### src/inc/hcg_pkg.sv
// ****************************************************************
// host i/o glue constants
// ****************************************************************
package hcg_pkg;

	// ****************************************************************
	// i/o offsets on the host i/o bus
	// ****************************************************************
	localparam logic [15:0] HCG_OFS_CTRL0  = 16'h0000; // system_reset_mute_control, write
	localparam logic [15:0] HCG_OFS_CTRL1  = 16'h0001; // interrupt_led_calibrate_control, write
	localparam logic [15:0] HCG_OFS_DIGITAL_IO_CONTROL_REG  = 16'h0004; // digital_io_control_reg, write
	localparam logic [15:0] HCG_OFS_HDRM   = 16'h0008; // level_meter_matrix, write
	localparam logic [15:0] HCG_OFS_DISP   = 16'h000E; // display_data_latch, write
	localparam logic [15:0] HCG_OFS_PEDAL  = 16'h0090; // pedal converter start / result
	localparam logic [15:0] HCG_OFS_STAT0  = 16'h0000; // status 0, read
	localparam logic [15:0] HCG_OFS_STAT1  = 16'h0002; // status 1, read
	localparam logic [15:0] HCG_OFS_STAT2  = 16'h0006; // status 2, read

	// ****************************************************************
	// field positions
	// ****************************************************************
	localparam int HCG_CTRL0_MUTE_N   = 5;
	localparam int HCG_CTRL1_LED_EN   = 5;
	localparam int HCG_CTRL1_CAL_N    = 4;
	localparam int HCG_DIGITAL_IO_CONTROL_REG_SRC_HI   = 7;
	localparam int HCG_DIGITAL_IO_CONTROL_REG_SRC_LO   = 6;
	localparam int HCG_HDRM_OUTLVL    = 7;
	localparam int HCG_HDRM_RCOL_N    = 6;
	localparam int HCG_HDRM_LCOL_N    = 5;
	localparam int HCG_HDRM_OVLD_N    = 4;
	localparam int HCG_HDRM_ROWS_HI   = 3;
	localparam int HCG_STAT0_TIP      = 7;
	localparam int HCG_STAT0_RING     = 0;
	localparam int HCG_STAT1_BUSY     = 7;
	localparam int HCG_STAT2_DONE_N   = 7;

	// ****************************************************************
	// reset values and clock source codes
	// ****************************************************************
	localparam logic [7:0] HCG_REG_RST = 8'h00;
	localparam logic [7:0] HCG_RD_ZERO = 8'h00;

	typedef enum logic [1:0] {
		HCG_SRC_INT44 = 2'h0,
		HCG_SRC_INT48 = 2'h1,
		HCG_SRC_EXT   = 2'h2,
		HCG_SRC_OFF   = 2'h3
	} hcg_src_type;

endpackage : hcg_pkg

### src/rtl/hcg_clock_div.sv
`timescale 1ns/1ps
`default_nettype none
// ****************************************************************
// wordclock source select and divide
// ****************************************************************
module hcg_clock_div
	import hcg_pkg::*;
(
	input  wire logic       sys_clk_i,
	input  wire logic       resetn_i,
	input  wire logic       ce_i,
	input  wire logic [1:0] src_sel_i,
	input  wire logic       ref_44k_i,
	input  wire logic       ref_48k_i,
	input  wire logic       ref_ext_i,
	output logic            master_clk_o,
	output logic            half_clk_o
);

	logic mux_out;
	logic master_ff;
	logic half_ff;
	logic master_rise;

	// source mux; the off code ties the clock low
	assign mux_out = (src_sel_i == HCG_SRC_INT44) ? ref_44k_i :
	                 (src_sel_i == HCG_SRC_INT48) ? ref_48k_i :
	                 (src_sel_i == HCG_SRC_EXT)   ? ref_ext_i : 1'b0;
	assign master_rise = mux_out & ~master_ff;

	// master follows the mux, half toggles on each master rise for 50 percent duty
	always_ff @(posedge sys_clk_i or negedge resetn_i) begin
		if (!resetn_i) begin
			master_ff <= 1'b0;
			half_ff   <= 1'b0;
		end else if (ce_i) begin
			master_ff <= mux_out;
			half_ff   <= master_rise ? ~half_ff : half_ff;
		end
	end

	assign master_clk_o = master_ff;
	assign half_clk_o   = half_ff;

endmodule : hcg_clock_div
`default_nettype wire

### src/rtl/hcg_io_glue.sv
// How it works
// host scans the two meter columns in turn, 2ms each of 4ms.
// two active-low column selects and five active-low row lines drive the meter.
// led outputs float while led enable is low, also through reset.
// meter register: level select b7, right b6, left b5, overload b4, rows b3..0.
// level select high picks +4 dBu, low picks -10 dBu.
// display latch passes host data while strobe is low, holds afterwards.
// display busy flag reads at status 1 bit 7; host waits for low.
// write to pedal location starts conversion, read there returns 8-bit result.
// conversion done goes low when result valid; host waits before reading.
// footswitch tip and ring levels read at status 0 bits 7 and 0.
// music thru copies the input, or repeats the output in test mode.
// host holds calibrate low at power-up and on every rate change.
// mute low opens relay and forces three serial audio streams to zero.
// mute high closes relay and passes gated streams unchanged.
// two-bit source field picks 44.1k, 48k, external, or off low.
// mux output is the master clock, divided down for other clocks.
// master clock runs at 256 times wordclock, 50 percent duty.
// half-rate clock at 128 times wordclock derived from master.
// internal sources come from 11.2896 and 12.2880 MHz references.
// every control register output starts low after reset.
// write-only offsets return nothing; reads there select the read function.
// write registers capture host data at strobe end, hold until next write.
`timescale 1ns/1ps
`default_nettype none
module hcg_io_glue
	import hcg_pkg::*;
#(
	parameter int ADDR_W = 16
) (
	input  wire logic              sys_clk_i,
	input  wire logic              resetn_i,
	input  wire logic              ce_i,
	input  wire logic [ADDR_W-1:0] host_addr_i,
	input  wire logic [7:0]        host_data_bus_i,
	input  wire logic              host_wr_n_i,
	input  wire logic              host_rd_n_i,
	output logic       [7:0]       host_rd_data_o,
	output logic                   host_rd_oe_o,
	input  wire logic              display_busy_flag_i,
	input  wire logic              pedal_conversion_done_n_i,
	input  wire logic [7:0]        pedal_result_i,
	input  wire logic              pedal_switch_tip_i,
	input  wire logic              pedal_switch_ring_i,
	input  wire logic              music_link_in_buffered_i,
	input  wire logic              music_link_out_raw_i,
	input  wire logic              music_thru_test_sel_i,
	input  wire logic [2:0]        audio_serial_i,
	input  wire logic              ref_44k_i,
	input  wire logic              ref_48k_i,
	input  wire logic              ref_ext_i,
	output logic                   left_meter_column_n_o,
	output logic                   right_meter_column_n_o,
	output logic                   overload_row_n_o,
	output logic       [3:0]       level_row_n_o,
	output logic                   led_output_enable_o,
	output logic                   high_output_level_sel_o,
	output logic       [7:0]       display_data_o,
	output logic                   display_write_strobe_n_o,
	output logic                   pedal_converter_select_n_o,
	output logic                   pedal_start_n_o,
	output logic                   pedal_read_n_o,
	output logic                   music_thru_o,
	output logic                   converter_calibrate_n_o,
	output logic                   mute_n_o,
	output logic       [2:0]       audio_gated_o,
	output logic                   master_sample_clock_o,
	output logic                   half_master_sample_clock_o
);

	initial begin
		if (ADDR_W < 8 || ADDR_W > 16) $error("ADDR_W must be 8 to 16");
	end

	// ****************************************************************
	// input synchronisers
	// ****************************************************************
	localparam int SYNC_W = ADDR_W + 31;

	logic [SYNC_W-1:0] pins_raw;
	logic [SYNC_W-1:0] sync1_ff;
	logic [SYNC_W-1:0] sync2_ff;

	assign pins_raw = {host_addr_i, host_data_bus_i, host_wr_n_i, host_rd_n_i,
	                   display_busy_flag_i, pedal_conversion_done_n_i, pedal_result_i,
	                   pedal_switch_tip_i, pedal_switch_ring_i, music_link_in_buffered_i,
	                   music_link_out_raw_i, music_thru_test_sel_i, audio_serial_i,
	                   ref_44k_i, ref_48k_i, ref_ext_i};

	// every pin but reset and the clock enable is foreign to sys_clk, so those pass two stages
	always_ff @(posedge sys_clk_i or negedge resetn_i) begin
		if (!resetn_i) begin
			sync1_ff <= '1;
			sync2_ff <= '1;
		end else if (ce_i) begin
			sync1_ff <= pins_raw;
			sync2_ff <= sync1_ff;
		end
	end

	logic [ADDR_W-1:0] addr_s;
	logic [7:0]        data_s;
	logic              wr_n_s;
	logic              rd_n_s;
	logic              busy_s;
	logic              done_n_s;
	logic [7:0]        result_s;
	logic              tip_s;
	logic              ring_s;
	logic              midi_in_s;
	logic              midi_out_s;
	logic              test_sel_s;
	logic [2:0]        aud_s;
	logic              r44_s;
	logic              r48_s;
	logic              rext_s;

	assign {addr_s, data_s, wr_n_s, rd_n_s, busy_s, done_n_s, result_s, tip_s, ring_s,
	        midi_in_s, midi_out_s, test_sel_s, aud_s, r44_s, r48_s, rext_s} = sync2_ff;

	// ****************************************************************
	// address decode
	// ****************************************************************
	function automatic logic hit(input logic [ADDR_W-1:0] a, input logic [15:0] ofs);
		hit = ({{(16-ADDR_W){1'b0}}, a} == ofs);
	endfunction : hit

	logic [ADDR_W-1:0] addr_hold_ff;
	logic [7:0]        data_hold_ff;
	logic              wr_n_prev_ff;
	logic              wr_rise;
	logic              wr_act;
	logic              rd_act;

	// the strobe edge is seen a cycle late, so decode from values held while it was low
	assign wr_act  = ~wr_n_s;
	assign rd_act  = ~rd_n_s;
	assign wr_rise = wr_n_s & ~wr_n_prev_ff;

	always_ff @(posedge sys_clk_i or negedge resetn_i) begin
		if (!resetn_i) begin
			addr_hold_ff <= '0;
			data_hold_ff <= HCG_REG_RST;
			wr_n_prev_ff <= 1'b1;
		end else if (ce_i) begin
			wr_n_prev_ff <= wr_n_s;
			if (wr_act) begin
				addr_hold_ff <= addr_s;
				data_hold_ff <= data_s;
			end
		end
	end

	logic we_ctrl0;
	logic we_ctrl1;
	logic we_digital_io_control_reg;
	logic we_hdrm;

	assign we_ctrl0 = wr_rise & hit(addr_hold_ff, HCG_OFS_CTRL0);
	assign we_ctrl1 = wr_rise & hit(addr_hold_ff, HCG_OFS_CTRL1);
	assign we_digital_io_control_reg = wr_rise & hit(addr_hold_ff, HCG_OFS_DIGITAL_IO_CONTROL_REG);
	assign we_hdrm  = wr_rise & hit(addr_hold_ff, HCG_OFS_HDRM);

	// ****************************************************************
	// write-only registers
	// ****************************************************************
	logic [7:0] ctrl0_ff;
	logic [7:0] ctrl1_ff;
	logic [7:0] digital_io_control_reg_ff;
	logic [7:0] hdrm_ff;

	// all control outputs come up low: muted, calibrating, leds dark
	always_ff @(posedge sys_clk_i or negedge resetn_i) begin
		if (!resetn_i) begin
			ctrl0_ff <= HCG_REG_RST;
			ctrl1_ff <= HCG_REG_RST;
			digital_io_control_reg_ff <= HCG_REG_RST;
			hdrm_ff  <= HCG_REG_RST;
		end else if (ce_i) begin
			if (we_ctrl0) ctrl0_ff <= data_hold_ff;
			if (we_ctrl1) ctrl1_ff <= data_hold_ff;
			if (we_digital_io_control_reg) digital_io_control_reg_ff <= data_hold_ff;
			if (we_hdrm)  hdrm_ff  <= data_hold_ff;
		end
	end

	// meter lines float unless enabled; the oe covers all seven lines
	assign led_output_enable_o     = ctrl1_ff[HCG_CTRL1_LED_EN];
	assign right_meter_column_n_o  = hdrm_ff[HCG_HDRM_RCOL_N];
	assign left_meter_column_n_o   = hdrm_ff[HCG_HDRM_LCOL_N];
	assign overload_row_n_o        = hdrm_ff[HCG_HDRM_OVLD_N];
	assign level_row_n_o           = hdrm_ff[HCG_HDRM_ROWS_HI:0];
	assign high_output_level_sel_o = hdrm_ff[HCG_HDRM_OUTLVL];
	assign converter_calibrate_n_o = ctrl1_ff[HCG_CTRL1_CAL_N];
	assign mute_n_o                = ctrl0_ff[HCG_CTRL0_MUTE_N];

	// ****************************************************************
	// display latch, pedal converter strobes
	// ****************************************************************
	logic       disp_act;
	logic       pedal_act;
	logic [7:0] disp_ff;
	logic       disp_stb_n_ff;
	logic       ped_sel_n_ff;
	logic       ped_wr_n_ff;
	logic       ped_rd_n_ff;

	assign disp_act  = wr_act & hit(addr_s, HCG_OFS_DISP);
	assign pedal_act = (wr_act | rd_act) & hit(addr_s, HCG_OFS_PEDAL);

	// transparent while strobed, frozen after, so the display sees held data
	always_ff @(posedge sys_clk_i or negedge resetn_i) begin
		if (!resetn_i) begin
			disp_ff       <= HCG_REG_RST;
			disp_stb_n_ff <= 1'b1;
			ped_sel_n_ff  <= 1'b1;
			ped_wr_n_ff   <= 1'b1;
			ped_rd_n_ff   <= 1'b1;
		end else if (ce_i) begin
			if (disp_act) disp_ff <= data_s;
			disp_stb_n_ff <= ~disp_act;
			ped_sel_n_ff  <= ~pedal_act;
			ped_wr_n_ff   <= ~(pedal_act & wr_act);
			ped_rd_n_ff   <= ~(pedal_act & rd_act);
		end
	end

	assign display_data_o             = disp_ff;
	assign display_write_strobe_n_o   = disp_stb_n_ff;
	assign pedal_converter_select_n_o = ped_sel_n_ff;
	assign pedal_start_n_o            = ped_wr_n_ff;
	assign pedal_read_n_o             = ped_rd_n_ff;

	// ****************************************************************
	// read path
	// ****************************************************************
	logic [7:0] stat0;
	logic [7:0] stat1;
	logic [7:0] stat2;
	logic [7:0] rd_mux;
	logic       rd_map;
	logic [7:0] rd_data_ff;
	logic       rd_oe_ff;

	assign stat0 = {tip_s, 6'h00, ring_s};
	assign stat1 = {busy_s, 7'h00};
	assign stat2 = {done_n_s, 7'h00};

	// write-only offsets have no readback; only status and pedal result answer
	assign rd_map = hit(addr_s, HCG_OFS_STAT0) | hit(addr_s, HCG_OFS_STAT1) |
	                hit(addr_s, HCG_OFS_STAT2) | hit(addr_s, HCG_OFS_PEDAL);
	assign rd_mux = hit(addr_s, HCG_OFS_STAT0) ? stat0 :
	                hit(addr_s, HCG_OFS_STAT1) ? stat1 :
	                hit(addr_s, HCG_OFS_STAT2) ? stat2 :
	                hit(addr_s, HCG_OFS_PEDAL) ? result_s : HCG_RD_ZERO;

	always_ff @(posedge sys_clk_i or negedge resetn_i) begin
		if (!resetn_i) begin
			rd_data_ff <= HCG_RD_ZERO;
			rd_oe_ff   <= 1'b0;
		end else if (ce_i) begin
			rd_data_ff <= (rd_act & rd_map) ? rd_mux : HCG_RD_ZERO;
			rd_oe_ff   <= rd_act & rd_map;
		end
	end

	assign host_rd_data_o = rd_data_ff;
	assign host_rd_oe_o   = rd_oe_ff;

	// ****************************************************************
	// music thru and mute gating
	// ****************************************************************
	logic       thru_ff;
	logic [2:0] gated_ff;

	// audio is gated in this domain, trading a few ns of skew for clean edges
	always_ff @(posedge sys_clk_i or negedge resetn_i) begin
		if (!resetn_i) begin
			thru_ff  <= 1'b1;
			gated_ff <= 3'h0;
		end else if (ce_i) begin
			thru_ff  <= test_sel_s ? midi_out_s : midi_in_s;
			gated_ff <= aud_s & {3{ctrl0_ff[HCG_CTRL0_MUTE_N]}};
		end
	end

	assign music_thru_o  = thru_ff;
	assign audio_gated_o = gated_ff;

	// ****************************************************************
	// sample clocks
	// ****************************************************************
	logic [1:0] src_sel;

	assign src_sel = {digital_io_control_reg_ff[HCG_DIGITAL_IO_CONTROL_REG_SRC_HI], digital_io_control_reg_ff[HCG_DIGITAL_IO_CONTROL_REG_SRC_LO]};

	hcg_clock_div u_clk (
		.sys_clk_i    (sys_clk_i),
		.resetn_i     (resetn_i),
		.ce_i         (ce_i),
		.src_sel_i    (src_sel),
		.ref_44k_i    (r44_s),
		.ref_48k_i    (r48_s),
		.ref_ext_i    (rext_s),
		.master_clk_o (master_sample_clock_o),
		.half_clk_o   (half_master_sample_clock_o)
	);
endmodule : hcg_io_glue
`default_nettype wire

### config.mk
export PLATFORM = sky130hd
export DESIGN_NAME = hcg_io_glue
export DESIGN_NICKNAME = d
export VERILOG_FILES = /design/src/inc/hcg_pkg.sv /design/src/rtl/hcg_clock_div.sv /design/src/rtl/hcg_io_glue.sv
export SDC_FILE = /design/constraint.sdc
export NUM_CORES = 1
export LEC_CHECK = 0
export ABC_AREA = 1
export BUFFER_PORTS_ARGS = -buffer_cell sky130_fd_sc_hd__buf_2
export CORE_AREA = 2 2 107 109
export CTS_CLUSTER_SIZE = 28
export DETAILED_ROUTE_END_ITERATION = 12
export DIE_AREA = 0 0 109 111
export HOLD_SLACK_MARGIN = 0.1
export PLACE_DENSITY = 0.9
export SYNTH_ARGS = -nofsm -noshare
export SYNTH_HDL_FRONTEND = slang
export SYNTH_HIERARCHICAL = 1
export SYNTH_SLANG_ARGS = --single-unit
export TNS_END_PERCENT = 100
### constraint.sdc
create_clock -name sys_clk_i -period 2.13 [get_ports sys_clk_i]
set_input_delay 0.213 -clock sys_clk_i [delete_from_list [all_inputs] [get_ports sys_clk_i]]
set_output_delay 0.213 -clock sys_clk_i [all_outputs]
set_load 0.02 [all_outputs]
# --- Word-level counts from Yosys, hierarchy flattened ---
# Index checks and enable logic that the tools add are counted.
op_classes:
  mux: 9
  reduce_logical: 10
  n_bitwise: 25
  eq_ne: 9
ops:
  columns: ["cell", "n"]
  rows:
  - ["$mux W8", 5]
  - ["$eq A16 B3 Y1 const B", 2]
  - ["$eq A16 B4 Y1 const B", 2]
  - ["$logic_not A16 Y1", 2]
  - ["$eq A16 B1 Y1 const B", 1]
  - ["$eq A16 B2 Y1 const B", 1]
  - ["$eq A16 B8 Y1 const B", 1]
  - ["$reduce_and A2 Y1", 7]
  - ["$and A1 B1 Y1", 11]
  - ["$not A1 Y1", 9]
  - ["$mux W1", 4]
  - ["$or A1 B1 Y1", 4]
  - ["$and A3 B3 Y3", 1]
  - ["$eq A2 B1 Y1 const B", 1]
  - ["$eq A2 B2 Y1 const B", 1]
  - ["$logic_not A2 Y1", 1]
word_totals:
  word_cells: 73
  ff_bits: 174

# --- Longest topological paths before layout ---
# Gate-level depths: netlist of run 1.
depth:
  depth_word: 6
  ltp_mapped: 9
  mapped_depth_nobuf: 9

# --- Hierarchy ---
# The synthesis of run 1 kept the hierarchy.
modules_own_cells:
  columns: ["mod", "seq_area_each_um2", "cells_per_inst", "area_each_um2", "n_inst"]
  rows:
  - ["hcg_io_glue", 4053.9, 678, 6326.1, 1]
  - ["hcg_clock_div", 50.0, 21, 131.4, 1]

# --- Least setup slack after synthesis of run 1 ---
# No wires, ideal clock.
synth_timing:
  path_kind: "register -> register"
  startpoint: "register sync2_ff[22]"
  endpoint: "register hdrm_ff[5]"
  setup_time_ps: 118
  path_slack_ps: 771
  stages_incl_launch_ff: 7
  period_less_slack_ps: 1359
  arrival_ps: 1241
  path_cell_list: "dfstp_2 -> nand2_2 -> nor3_4 -> nand3_4 -> buf_6 -> nand2_1 -> o21ai_2"
synth_between:
  elab_chain_cells: 3
synth_lines:
  columns: ["element", "line_no", "source"]
  rows:
  - ["from (decl)", "hcg_io_glue.sv:82", "logic [SYNC_W-1:0] sync2_ff;"]
  - ["from (signal assigned)", "hcg_io_glue.sv:97", "sync2_ff <= sync1_ff;"]
  - ["$and A1 B1 Y1", "hcg_io_glue.sv:138", "assign wr_rise = wr_n_s & ~wr_n_prev_ff;"]
  - ["$and A1 B1 Y1", "hcg_io_glue.sv:162", "assign we_hdrm = wr_rise & hit(addr_hold_ff, HCG_OFS_HDRM);"]
  - ["$reduce_and A2 Y1 (no line)", null, null]
  - ["to (signal assigned)", "hcg_io_glue.sv:183", "if (we_hdrm) hdrm_ff <= data_hold_ff;"]
  - ["to (decl)", "hcg_io_glue.sv:170", "logic [7:0] hdrm_ff;"]
# Every way passes these cells.
# A chain may end at the register's enable or synchronous reset.

# --- Worst setup path in the final report of run 1 ---
layout_timing:
  startpoint: "register sync2_ff[36]"
  endpoint: "register disp_ff[7], in the netlist display_data_o[7]"
layout_between:
  elab_chain_cells: 3
layout_lines:
  columns: ["element", "line_no", "source"]
  rows:
  - ["$eq A16 B4 Y1", "hcg_io_glue.sv:125", "hit = ({{(16-ADDR_W){1'b0}}, a} == ofs);"]
  - ["$and A1 B1 Y1", "hcg_io_glue.sv:208", "assign disp_act = wr_act & hit(addr_s, HCG_OFS_DISP);"]
  - ["$reduce_and A2 Y1 (no line)", null, null]
  - ["to (signal assigned)", "hcg_io_glue.sv:220", "if (disp_act) disp_ff <= data_s;"]
  - ["to (decl)", "hcg_io_glue.sv:202", "logic [7:0] disp_ff;"]
# Every way passes these cells.

==> impl_summary.txt, run 1 <==
----------------------------------------------------
[Worst setup path]
  Reg2reg end ... display_data_o[7]$_DFFE_PN0P_
  Endpoint arrival time on the critical path ... 1950 ps
  Endpoint kind of the worst setup timing path ... flip-flop
  Slack of the worst reg-to-reg path ... 480 ps
  Largest fanout of any net on the critical path ... 17
  R2r worst-path depth ... 6
  Worst reg2reg startpoint ... sync2_ff[36]$_DFFE_PN1P_
  Worst setup path class ... reg -> reg
  Crit path launch type ... flip-flop
  Worst EP required ... 2430 ps

[Synthesis]
  Most common cell in the netlist ... nand2_1
  Flops & latches, synth ... 159
  Multiplexer area fraction after synthesis ... 0
  Xor/xnor cell area share of the yosys netlist ... 0
  Synthesized netlist net count ... 749
  Area fraction in compound gates after synthesis ... 0.0920
  Number of flops mapped to enable cells by yosys ... 0
  Cell type with the highest aggregate area in the netlist ... dfstp_2
  Combinational family with the most area after synthesis ... simple AND/OR/NAND/NOR gates
  Post-synth ARST share ... 1.00
  Simple-gate area share of the yosys netlist ... 0.210
  Synthesized area ... 6460 um^2
  Dominant register cell in the synthesized netlist ... dfstp_2
  Synth top area share ... 0.407
  Mean instance size in the synthesized netlist ... 9.24 um^2
  Number of instances in the synthesized netlist ... ~700
  Arithmetic-cell share of the synthesized area counting full adders, half adders and majority gates ... 0
  Library cells used by synthesis ... 26
  Sequential-to-total area share from yosys stat ... 0.636
  Synth cell count leaders ... 275 x nand2_1, 100 x dfstp_2, 80 x o21ai_0, 69 x inv_1, 59 x dfrtp_1
  Ranking of synthesized cells by area ... dfstp_2 41%, dfrtp_1 23%, nand2_1 16%
  Synthesis Warnings ... 6

[Clocking]
  Number of buffers created by CTS ... 17
  Post-cts sizing count ... 0
  Max Root-Sink Buffers ... 2
  Worst-path clk slew ... 60 ps
  Insertion delay to the later sink of the worst-skew pair ... 430 ps
  Clk sinks ... 159
  Library cell used as clock root buffer ... clkbuf_16
  TritonCTS clock tree ... done
  H-tree depth reported by CTS ... 4

[Timing]
  Final setup violating endpoints ... 0
  F_max ... 605 MHz
  Unrepaired setup endpoints after global routing ... no
  Min Tclk post-route ... 1650 ps
  Post-route clock skew ... 8.86 ps
  Setup total negative slack ... 0 ps
  Final Cycle Share ... 0.777
  Worst slew slack as a fraction of its limit ... 0.584
  Worst Max-Slew Pin Slew ... 624 ps
  Final count of hold timing violations ... 0
  Slew Viols, Final ... 0

[Worst hold path]
  Worst Hold End ... addr_hold_ff[14]$_DFFE_PN0P_
  Number of cells traversed by the worst hold path ... 5
  Hold_sp ... ce_i
  Min-delay worst type ... in -> reg

[Finish]
  Design Area, Final ... 8120 um^2
  Utilization after layout ... 0.733
  Number of filler cells placed in the layout ... about 750
  Post-layout net count ... 883
  Layout cell share with drive strength beyond 1 ... 0.303
  Diodes inserted ... 0
  Area growth from synthesis to layout ... 25.7%

[Drt]
  Via density per instance ... between 5 and 6
  Drt first pass iters ... 5
  DRC violations left ... 0
  WL/cell ... 14.3 um
  Final wirelength ... ~14000 um
  Number of DRC markers in iteration 0 ... 394
  Via count ... 5024
  Count of antenna-violating nets left after detailed routing ... 0

[Floorplanning]
  Full die area ... 12100 um^2
  Vertical extent of the die ... approximately 110 um
  Number of rows created at floorplan ... 39
  Core area ... 11100 um^2
  Die Width ... 109 um
  Number of top-level pins ... 88
  Initial core utilization ... 0.583

[Status]
  Status ... complete, no violations

[Power and ir drop]
  P per Cell Area ... 922 nW/um^2
  Peak ir drop on the vdd network ... 826 uV
  Total power ... 0.00749 W
  Leakage ... 3.93 nW

[Placed design]
  Placed Instance Area ... about 7000 um^2
  Detailed Place HPWL ... 8450 um
  GP Congestion ... roughly 0.80
  IO Port Bufs ... 87

[Global route]
  Pin count of the biggest net entering global routing ... 86
  Remaining Overflow, GRT ... 0
  Via count of the first global-routing pass ... between 5000 and 6000
  Global-route wire length before repair ... around 24000 um
  Tot GR Track Use ... 0.259
  Number of antenna violations at the first check in global routing ... 0

[Run]
  Max-cap viol count ... 0

----------------------------------------------------
==> critical path, stage by stage, from the launching register on <==
cell and delay (ps):
dfstp_2 370, nor2_1 150, nand2_1 100, nor2_2 200, nand3_2 400, nand2_1 220, o21ai_2 70
==> stage by stage <==
stage	hold WS (ps)	std cells	setup slack, ps
floorplan	-82.6	699	771
global placement	203	909	616
detailed placement	208	909	542
CTS	243	988	496
global route	266	988	317
finish	259	988	476
==> routing by layer <==
metal  GRT usage  wire length, um  part of all wire  vias up
li1            -                -                 -     2433
met1       0.320             5700              0.40     2416
met2       0.434             7420              0.53      144
met3      0.0600              620             0.044       31
met4       0.109              375             0.027        0
met5           0                0                 0        -
==> placed cells by master, fill, tap and decap left out <==
master / count
nand2_1: 275
dfstp_2: 100
buf_2: 85
o21ai_0: 80
inv_1: 69
dfrtp_1: 59
dlygate4sd3_1: 48
nor2_1: 27
nand3_1: 17
o21ai_2: 17
clkbuf_16: 17
buf_4: 8
nand2_2: 4
clkinvlp_4: 4
inv_2: 3
nand4_1: 3
o21ai_1: 3
a21oi_1: 3
bufinv_16: 3
clkbuf_1: 3
nor2_2: 2
clkbuf_8: 2
buf_12: 2
nor2_8: 1
nor3_1: 1
nor3_4: 1
nand3_4: 1
nor2_4: 1
nand3_2: 1
o22ai_1: 1
clkinv_2: 1
inv_6: 1
buf_6: 1
a21oi_2: 1
==> kinds of logic after synthesis <==
kind of cell           after synthesis
buffers and inverters              101
flip-flops                         159
AND/OR/NAND/NOR                    334
AO/OA/AOI/OAI                      105
==> sequential cells by signal, summed over array words and instances (netlist names), 3 cells and up <==
| name | count |
|---|---|
| sync1_ff | 47 |
| sync2_ff | 47 |
| addr_hold_ff | 16 |
| data_hold_ff | 8 |
| display_data_o | 8 |
| hdrm_ff | 8 |
| host_rd_data_o | 8 |
| audio_gated_o | 3 |
==> power by group <==
part / switching (W) / internal (W) / leakage, nW
registers: 0.000157 / 0.00345 / 1.83
logic: 0.000519 / 0.000292 / 1.82
clock network: 0.00117 / 0.00190 / 0.279
==> worst max path at each step <==
| stage | start | end | slack, ps | depth (start not counted) |
|---|---|---|---|---|
| finish | sync2_ff[36]$_DFFE_PN1P_ | display_data_o[7]$_DFFE_PN0P_ | 480 | 6 |
| global route | sync2_ff[36]$_DFFE_PN1P_ | display_data_o[4]$_DFFE_PN0P_ | 320 | 6 |
| CTS | sync2_ff[36]$_DFFE_PN1P_ | display_data_o[7]$_DFFE_PN0P_ | 500 | 6 |
| detailed placement | sync2_ff[36]$_DFFE_PN1P_ | display_data_o[3]$_DFFE_PN0P_ | 540 | 6 |
| global placement | sync2_ff[32]$_DFFE_PN1P_ | display_data_o[4]$_DFFE_PN0P_ | 620 | 5 |
| floorplan | sync2_ff[22]$_DFFE_PN1P_ | hdrm_ff[5]$_DFFE_PN0P_ | 770 | 6 |
==> what timing repair did <==
action,in CTS,in global routing
endpoints found under the hold margin,69,0
buffers inserted,0,0
hold buffers,48,0
==> final cells by class <==
type,count,area (um^2),share of cell area
Clock inverter,9,134,0.0165
Multi-Input combinational cell,439,1950,0.240
Timing Repair Buffer,144,1020,0.125
Sequential cell,159,4100,0.506
Inverter,72,270,0.0333
Clock buffer,22,464,0.0572
Tap cell,143,179,0.0220
(Power assumes the default switching activity.)
==> run 2, diff against run 1 <==
- ABC_AREA: 1 -> 0
- CORE_AREA: 2 2 107 109 -> 2 2 115 117
- DIE_AREA: 0 0 109 111 -> 0 0 117 119
- PLACE_DENSITY: 0.9 -> 0.82
- clock period: 2.13 -> 1.5 ns (I/O delays scaled with it)
==> impl_summary.txt, run 2 <==
----------------------------------------------------
[Floorplanning]
  Initial core utilization ... 0.490
  Number of rows created at floorplan ... 42
  Full die area ... 13900 um^2
  Die Width ... 117 um
  Core area ... 12900 um^2
  Number of top-level pins ... 88
  Vertical extent of the die ... 119 um

[Finish]
  Number of filler cells placed in the layout ... approximately 900
  Most frequent standard cell in the layout excluding fill and tap cells ... mux2_2
  Sequential cell area ... 4100 um^2
  Post-layout net count ... 622
  Layout cell share with drive strength beyond 1 ... 0.706
  Area taken by multi-input logic gates ... 2300 um^2
  Area growth from synthesis to layout ... 35.7%
  Diodes inserted ... 0
  Most used cells in the layout excluding fill and tap cells ... 121 x mux2_2, 100 x dfstp_2, 85 x buf_2
  Design Area, Final ... 8560 um^2
  Largest regs ... sync1_ff (47), sync2_ff (47), addr_hold_ff (16)

[Run]
  Max-cap viol count ... 0

[Synthesis]
  Sequential-to-total area share from yosys stat ... 0.650
  Ranking of synthesized cells by area ... dfstp_2 42%, mux2_2 24%, dfrtp_1 23%
  Synth top area share ... 0.416
  Dominant register cell in the synthesized netlist ... dfstp_2
  Synthesized area ... 6310 um^2
  Synth cell count leaders ... 133 x mux2_2, 100 x dfstp_2, 59 x dfrtp_1, 13 x clkbuf_1, 9 x nor4_1
  Cell type with the highest aggregate area in the netlist ... dfstp_2
  Library cells used by synthesis ... 34
  Flops & latches, synth ... about 160
  Most common cell in the netlist ... mux2_2
  Mean instance size in the synthesized netlist ... 15.9 um^2
  Synthesized netlist net count ... around 450
  Number of flops mapped to enable cells by yosys ... 0
  Post-synth ARST share ... 1.00
  Number of instances in the synthesized netlist ... 396
  Synthesis Warnings ... 6

[Worst setup path]
  Sequence of cells on the critical path ... nor4_2 -> nand4_1 -> buf_4 -> or4b_4 -> mux2_4
  Slowest-stage cell, CP ... or4b_4
  Largest fanout of any net on the critical path ... 3
  Largest stage delay, worst path ... 490 ps
  Worst EP required ... 1800 ps
  Worst setup path class ... reg -> reg
  Endpoint arrival time on the critical path ... around 2300 ps
  Endpoint kind of the worst setup timing path ... flip-flop
  Crit path launch type ... flip-flop

[Clocking]
  Number of buffers created by CTS ... 17
  Library cell used as clock root buffer ... clkbuf_16
  Insertion delay to the later sink of the worst-skew pair ... 420 ps
  TritonCTS clock tree ... done
  Clk sinks ... between 150 and 200
  Max Root-Sink Buffers ... 2
  H-tree depth reported by CTS ... 4
  Worst-path clk slew ... 60 ps

[Global route]
  Global-route wire length before repair ... about 21000 um
  Pin count of the biggest net entering global routing ... 50
  Remaining Overflow, GRT ... 0
  Via count of the first global-routing pass ... 4314
  Tot GR Track Use ... 0.200
  Number of antenna violations at the first check in global routing ... 0

[Placed design]
  GP Congestion ... 0.797
  IO Port Bufs ... 87
  Placed Instance Area ... just over 7000 um^2
  Detailed Place HPWL ... 8250 um

[Drt]
  Count of antenna-violating nets left after detailed routing ... 0
  DRC violations left ... 0
  Drt first pass iters ... 4
  Via density per instance ... 5.10
  Number of DRC markers in iteration 0 ... 224
  WL/cell ... ~17 um
  Via count ... 3879
  Final wirelength ... around 13000 um

[Power and ir drop]
  Total power ... 0.0115 W
  P per Cell Area ... 1340 nW/um^2
  Peak ir drop on the vdd network ... 820 uV
  Leakage ... between 3 and 4 nW

[Status]
  Failing checks ... negative setup slack
  Status ... finished with violations

[Timing]
  F_max ... 498 MHz
  Worst Max-Slew Pin Slew ... 458 ps
  Fin worst setup slack ... -507 ps
  Slew Viols, Final ... 0
  Unrepaired setup endpoints after global routing ... yes
  Final count of hold timing violations ... 0
  Post-route clock skew ... 9.33 ps
  Final Cycle Share ... 1.34
  Min Tclk post-route ... approximately 2000 ps
  Final setup violating endpoints ... 31
  Worst slew slack as a fraction of its limit ... 0.695

[Worst hold path]
  Min-delay worst type ... in -> async

----------------------------------------------------
==> run 2: cell types whose count changed in the layout (fill, tap and decap cells not counted), moves of 5 or more <==
cell	previous run	this run
nand2_1	275	4
mux2_2	0	121
o21ai_0	80	4
inv_1	69	7
buf_4	8	31
mux2_4	0	20
nor2_1	27	7
o21ai_2	17	0
nand3_1	17	5
a22o_1	0	6
nor4_2	0	5
==> run 2: cell families (layout without fill, tap and decap cells) <==
| logic type | count (synthesis) | after routing | synth area share |
|---|---|---|---|
| compound gates | 21 | 21 | 0.0250 |
| simple gates | 48 | 48 | 0.0472 |
| mux | 145 | 145 | 0.263 |
| flops | 159 | 159 | 0.650 |
| buf+inv | 23 | 212 | 0.0149 |
==> run 2: layout make-up <==
| type | count | area share |
|---|---|---|
| Clock inverter | 4 | 0.0114 |
| Clock buffer | 28 | 0.0628 |
| Inverter | 7 | 0.00307 |
| Sequential cell | 159 | 0.479 |
| Multi-Input combinational cell | 214 | 0.269 |
| Tap cell | 176 | 0.0257 |
| Timing Repair Buffer | 173 | 0.149 |
==> run 2: repair_timing <==
action | CTS | global route
cloned | 0 | 0
buffers inserted | 3 | 2
hold buffers | 48 | 0
endpoints found under the setup margin | 41 | 34
resized for setup | 23 | 7
hold endpoints to repair | 122 | 0
pin swaps | 11 | 5
==> run 2: path summary, 6_finish.rpt <==
path,from,to,slack (ps),cells past startpoint
worst min register to register,host_rd_data_o[0]$_DFFE_PN0P_,host_rd_data_o[0]$_DFFE_PN0P_,500,1
worst max-delay path,addr_hold_ff[6]$_DFFE_PN0P_,ctrl1_ff[5]$_DFFE_PN0P_,-510,5
worst min-delay path,resetn_i,host_rd_data_o[1]$_DFFE_PN0P_,220,2
max in group asynchronous,resetn_i,sync2_ff[43]$_DFFE_PN1P_,590,3
worst max register to register,addr_hold_ff[6]$_DFFE_PN0P_,ctrl1_ff[5]$_DFFE_PN0P_,-510,5
min in group sys_clk_i,ce_i,display_write_strobe_n_o$_DFFE_PN1P_,320,4
==> run 2: report_power, final <==
group | switching [W] | total, W | internal (W)
clock network | 0.00162 | 0.00456 | 0.00294
logic | 0.000560 | 0.00141 | 0.000853
registers | 0.000438 | 0.00554 | 0.00510
total | 0.00261 | 0.0115 | 0.00890
==> run 2: metrics by stage <==
| step | setup TNS (ps) | hold slack [ps] | worst slack, ps | cells | util |
|---|---|---|---|---|---|
| global placement | -12810 | 86.8 | -489 | 677 | 0.564 |
| detailed placement | -14350 | 87.5 | -522 | 677 | 0.564 |
| floorplan | -7690 | -146 | -441 | 396 | - |
| finish | -9310 | 215 | -507 | 761 | 0.665 |
| CTS | -8720 | 205 | -468 | 760 | 0.662 |
| global route | -12090 | 238 | -567 | 761 | 0.665 |
==> run 2: routing by layer <==
metal / global-route usage / up-vias / wire, um
li1: - / 1785 / -
met1: 0.242 / 1989 / 5440
met2: 0.340 / 90 / 6820
met3: 0.0590 / 15 / 596
met4: 0.0684 / 0 / 193
met5: 0 / - / 0
==> run 2: worst max-delay path: cells and delay by family (launching register included) <==
kind / cells / cell delay (ps)
simple gates: 3 / 1010
flops: 1 / 390
mux: 1 / 310
buf+inv: 1 / 190
==> run 3, diff against run 2 <==
--- a/config.mk
+++ b/config.mk
@@ -8,10 +8,9 @@
 export ABC_AREA = 0
 export BUFFER_PORTS_ARGS = -buffer_cell sky130_fd_sc_hd__buf_2
-export CORE_AREA = 2 2 115 117
-export CTS_CLUSTER_SIZE = 28
+export CORE_AREA = 2 2 109 111
 export DETAILED_ROUTE_END_ITERATION = 12
-export DIE_AREA = 0 0 117 119
+export DIE_AREA = 0 0 111 113
 export HOLD_SLACK_MARGIN = 0.1
-export PLACE_DENSITY = 0.82
+export PLACE_DENSITY = 0.86
 export SYNTH_ARGS = -nofsm -noshare
 export SYNTH_HDL_FRONTEND = slang
==> constraint.sdc (replaced) <==
create_clock -name sys_clk_i -period 2.1 [get_ports sys_clk_i]
set_input_delay 0.105 -clock sys_clk_i [delete_from_list [all_inputs] [get_ports sys_clk_i]]
set_output_delay 0.105 -clock sys_clk_i [all_outputs]
set_load 0.02 [all_outputs]
==> impl_summary.txt, run 3 (synthesized netlist as in run 2, its figures left out) <==
----------------------------------------------------
[Global route]
  Via count of the first global-routing pass ... 4149
  Number of antenna violations at the first check in global routing ... 0
  Remaining Overflow, GRT ... 0
  Global-route wire length before repair ... roughly 21000 um
  Pin count of the biggest net entering global routing ... 70
  Tot GR Track Use ... 0.210

[Finish]
  Number of filler cells placed in the layout ... 669
  Most used cells in the layout excluding fill and tap cells ... 133 x mux2_2, 100 x dfstp_2, 85 x buf_2
  Diodes inserted ... 0
  Largest regs ... sync1_ff (47), sync2_ff (47), addr_hold_ff (16)
  Most frequent standard cell in the layout excluding fill and tap cells ... mux2_2
  Area growth from synthesis to layout ... 28.8%
  Layout cell share with drive strength beyond 1 ... 0.677
  Utilization after layout ... 0.721
  Post-layout net count ... 597

[Power and ir drop]
  Total power ... 0.00800 W
  Leakage ... 3.56 nW
  Peak ir drop on the vdd network ... 822 uV
  P per Cell Area ... 984 nW/um^2

[Drt]
  DRC violations left ... 0
  Top metal layer carrying routed signals ... met4
  Number of DRC markers in iteration 0 ... 211
  Final wirelength ... between 10000 and 15000 um
  Via count ... around 3800
  Via density per instance ... between 5 and 6
  WL/cell ... about 17 um
  Met2 WL ... 6270 um
  Count of antenna-violating nets left after detailed routing ... 0
  DRT met1 WL ... just over 5000 um
  Met3 WL post-DR ... approximately 640 um
  Drt first pass iters ... 4

[Clocking]
  Insertion delay to the later sink of the worst-skew pair ... 420 ps
  Max Root-Sink Buffers ... 2
  H-tree depth reported by CTS ... 4
  Library cell used as clock root buffer ... clkbuf_16
  Worst-path clk slew ... 60 ps
  TritonCTS clock tree ... done
  Number of buffers created by CTS ... 17
  Clk sinks ... 159

[Worst setup path]
  Worst EP required ... approximately 2400 ps
  Endpoint kind of the worst setup timing path ... flip-flop
  Worst setup path class ... reg -> reg
  Crit path launch type ... flip-flop
  Largest fanout of any net on the critical path ... 8
  Endpoint arrival time on the critical path ... about 2300 ps

[Floorplanning]
  Die Width ... 111 um
  Number of top-level pins ... 88
  Vertical extent of the die ... 113 um
  Full die area ... about 13000 um^2
  Core area ... 11300 um^2
  Number of rows created at floorplan ... 39
  Initial core utilization ... 0.560

[Placed design]
  IO Port Bufs ... 87
  Setup slack at placement ... -17.6 ps
  GP Congestion ... 0.736
  Detailed Place HPWL ... 7670 um

[Timing]
  Slew Viols, Final ... 0
  Setup total negative slack ... 0 ps
  Fin worst setup slack ... 89.4 ps
  Worst Max-Slew Pin Slew ... 734 ps
  Worst slew slack as a fraction of its limit ... 0.511
  F_max ... 497 MHz
  Post-route clock skew ... 7.37 ps
  Min Tclk post-route ... 2010 ps
  Final Cycle Share ... 0.957
  Final count of hold timing violations ... 0
  Final setup violating endpoints ... 0

[Worst hold path]
  Min-delay worst type ... in -> async

[Run]
  Max-cap viol count ... 0

[Status]
  Status ... complete, no violations

----------------------------------------------------
==> run 3: cell types whose count changed in the layout (fill, tap and decap cells not counted), moves of 4 or more <==
cell | previous run | this run
mux2_2 | 121 | 133
nor4_1 | 1 | 7
clkbuf_8 | 5 | 0
nor4_4 | 4 | 0
mux2_4 | 20 | 8
buf_4 | 31 | 11
clkbuf_1 | 5 | 1
==> run 3: area by class of cell <==
| class | instances | area, um^2 | area share |
|---|---|---|---|
| timing repair buffer | 148 | 1050 | 0.129 |
| tap | 143 | 179 | 0.0220 |
| clock buffer | 20 | 479 | 0.0589 |
| multi-input combinational | 214 | 2140 | 0.263 |
| sequential | 159 | 4100 | 0.505 |
| inverter | 7 | 26.3 | 0.00323 |
| clock inverter | 12 | 154 | 0.0189 |
==> run 3: metrics by stage <==
step | hold slack [ps] | cell area [um^2] | std cells
finish | 208 | 8130 | 703
global route | 236 | 8130 | 703
CTS | 207 | 8110 | 702
detailed placement | 76.9 | 6980 | 622
global placement | 78.8 | 6980 | 622
floorplan | -191 | 6310 | 396
==> run 3: report_power, final <==
| group | leakage (nW) | internal (W) | switching, W | total, W |
|---|---|---|---|---|
| logic | 1.44 | 0.000505 | 0.000342 | 0.000846 |
| clock network | 0.303 | 0.00201 | 0.00120 | 0.00321 |
| registers | 1.82 | 0.00364 | 0.000301 | 0.00394 |
| total | 3.56 | 0.00616 | 0.00184 | 0.00800 |
==> run 3: timing repair <==
item / 4_1_cts / 5_1_grt
endpoints found under the hold margin: 141 / 0
setup buffers: 0 / 1
pin swaps: 2 / 2
gates resized for setup: 3 / 2
endpoints found under the setup margin: 8 / 12
hold buffers: 48 / 0
==> run 3: routing by layer <==
metal | vias to the layer above | GRT usage
met2 | 97 | 0.362
met5 | - | 0
met1 | 1906 | 0.255
met3 | 24 | 0.0659
li1 | 1738 | -
met4 | 0 | 0.0650
==> run 3: path summary, 6_finish.rpt <==
kind / from / to / slack [ps] / cells after the start
setup / recovery: addr_hold_ff[10]$_DFFE_PN0P_ / hdrm_ff[0]$_DFFE_PN0P_ / 90 / 5
hold / removal: resetn_i / host_rd_data_o[1]$_DFFE_PN0P_ / 210 / 2
setup reg to reg: addr_hold_ff[10]$_DFFE_PN0P_ / hdrm_ff[0]$_DFFE_PN0P_ / 90 / 5
hold reg to reg: display_write_strobe_n_o$_DFFE_PN1P_ / display_write_strobe_n_o$_DFFE_PN1P_ / 500 / 2
max in group asynchronous: resetn_i / sync1_ff[2]$_DFFE_PN1P_ / 1110 / 3
min in group sys_clk_i: ce_i / host_rd_data_o[7]$_DFFE_PN0P_ / 300 / 5
==> run 3: critical path, cell delays in order (launching register included) <==
cell and delay (ps):
dfrtp_1 380, nor4_1 340, nand4_1 170, or4b_1 520
buf_6 170, mux2_4 300
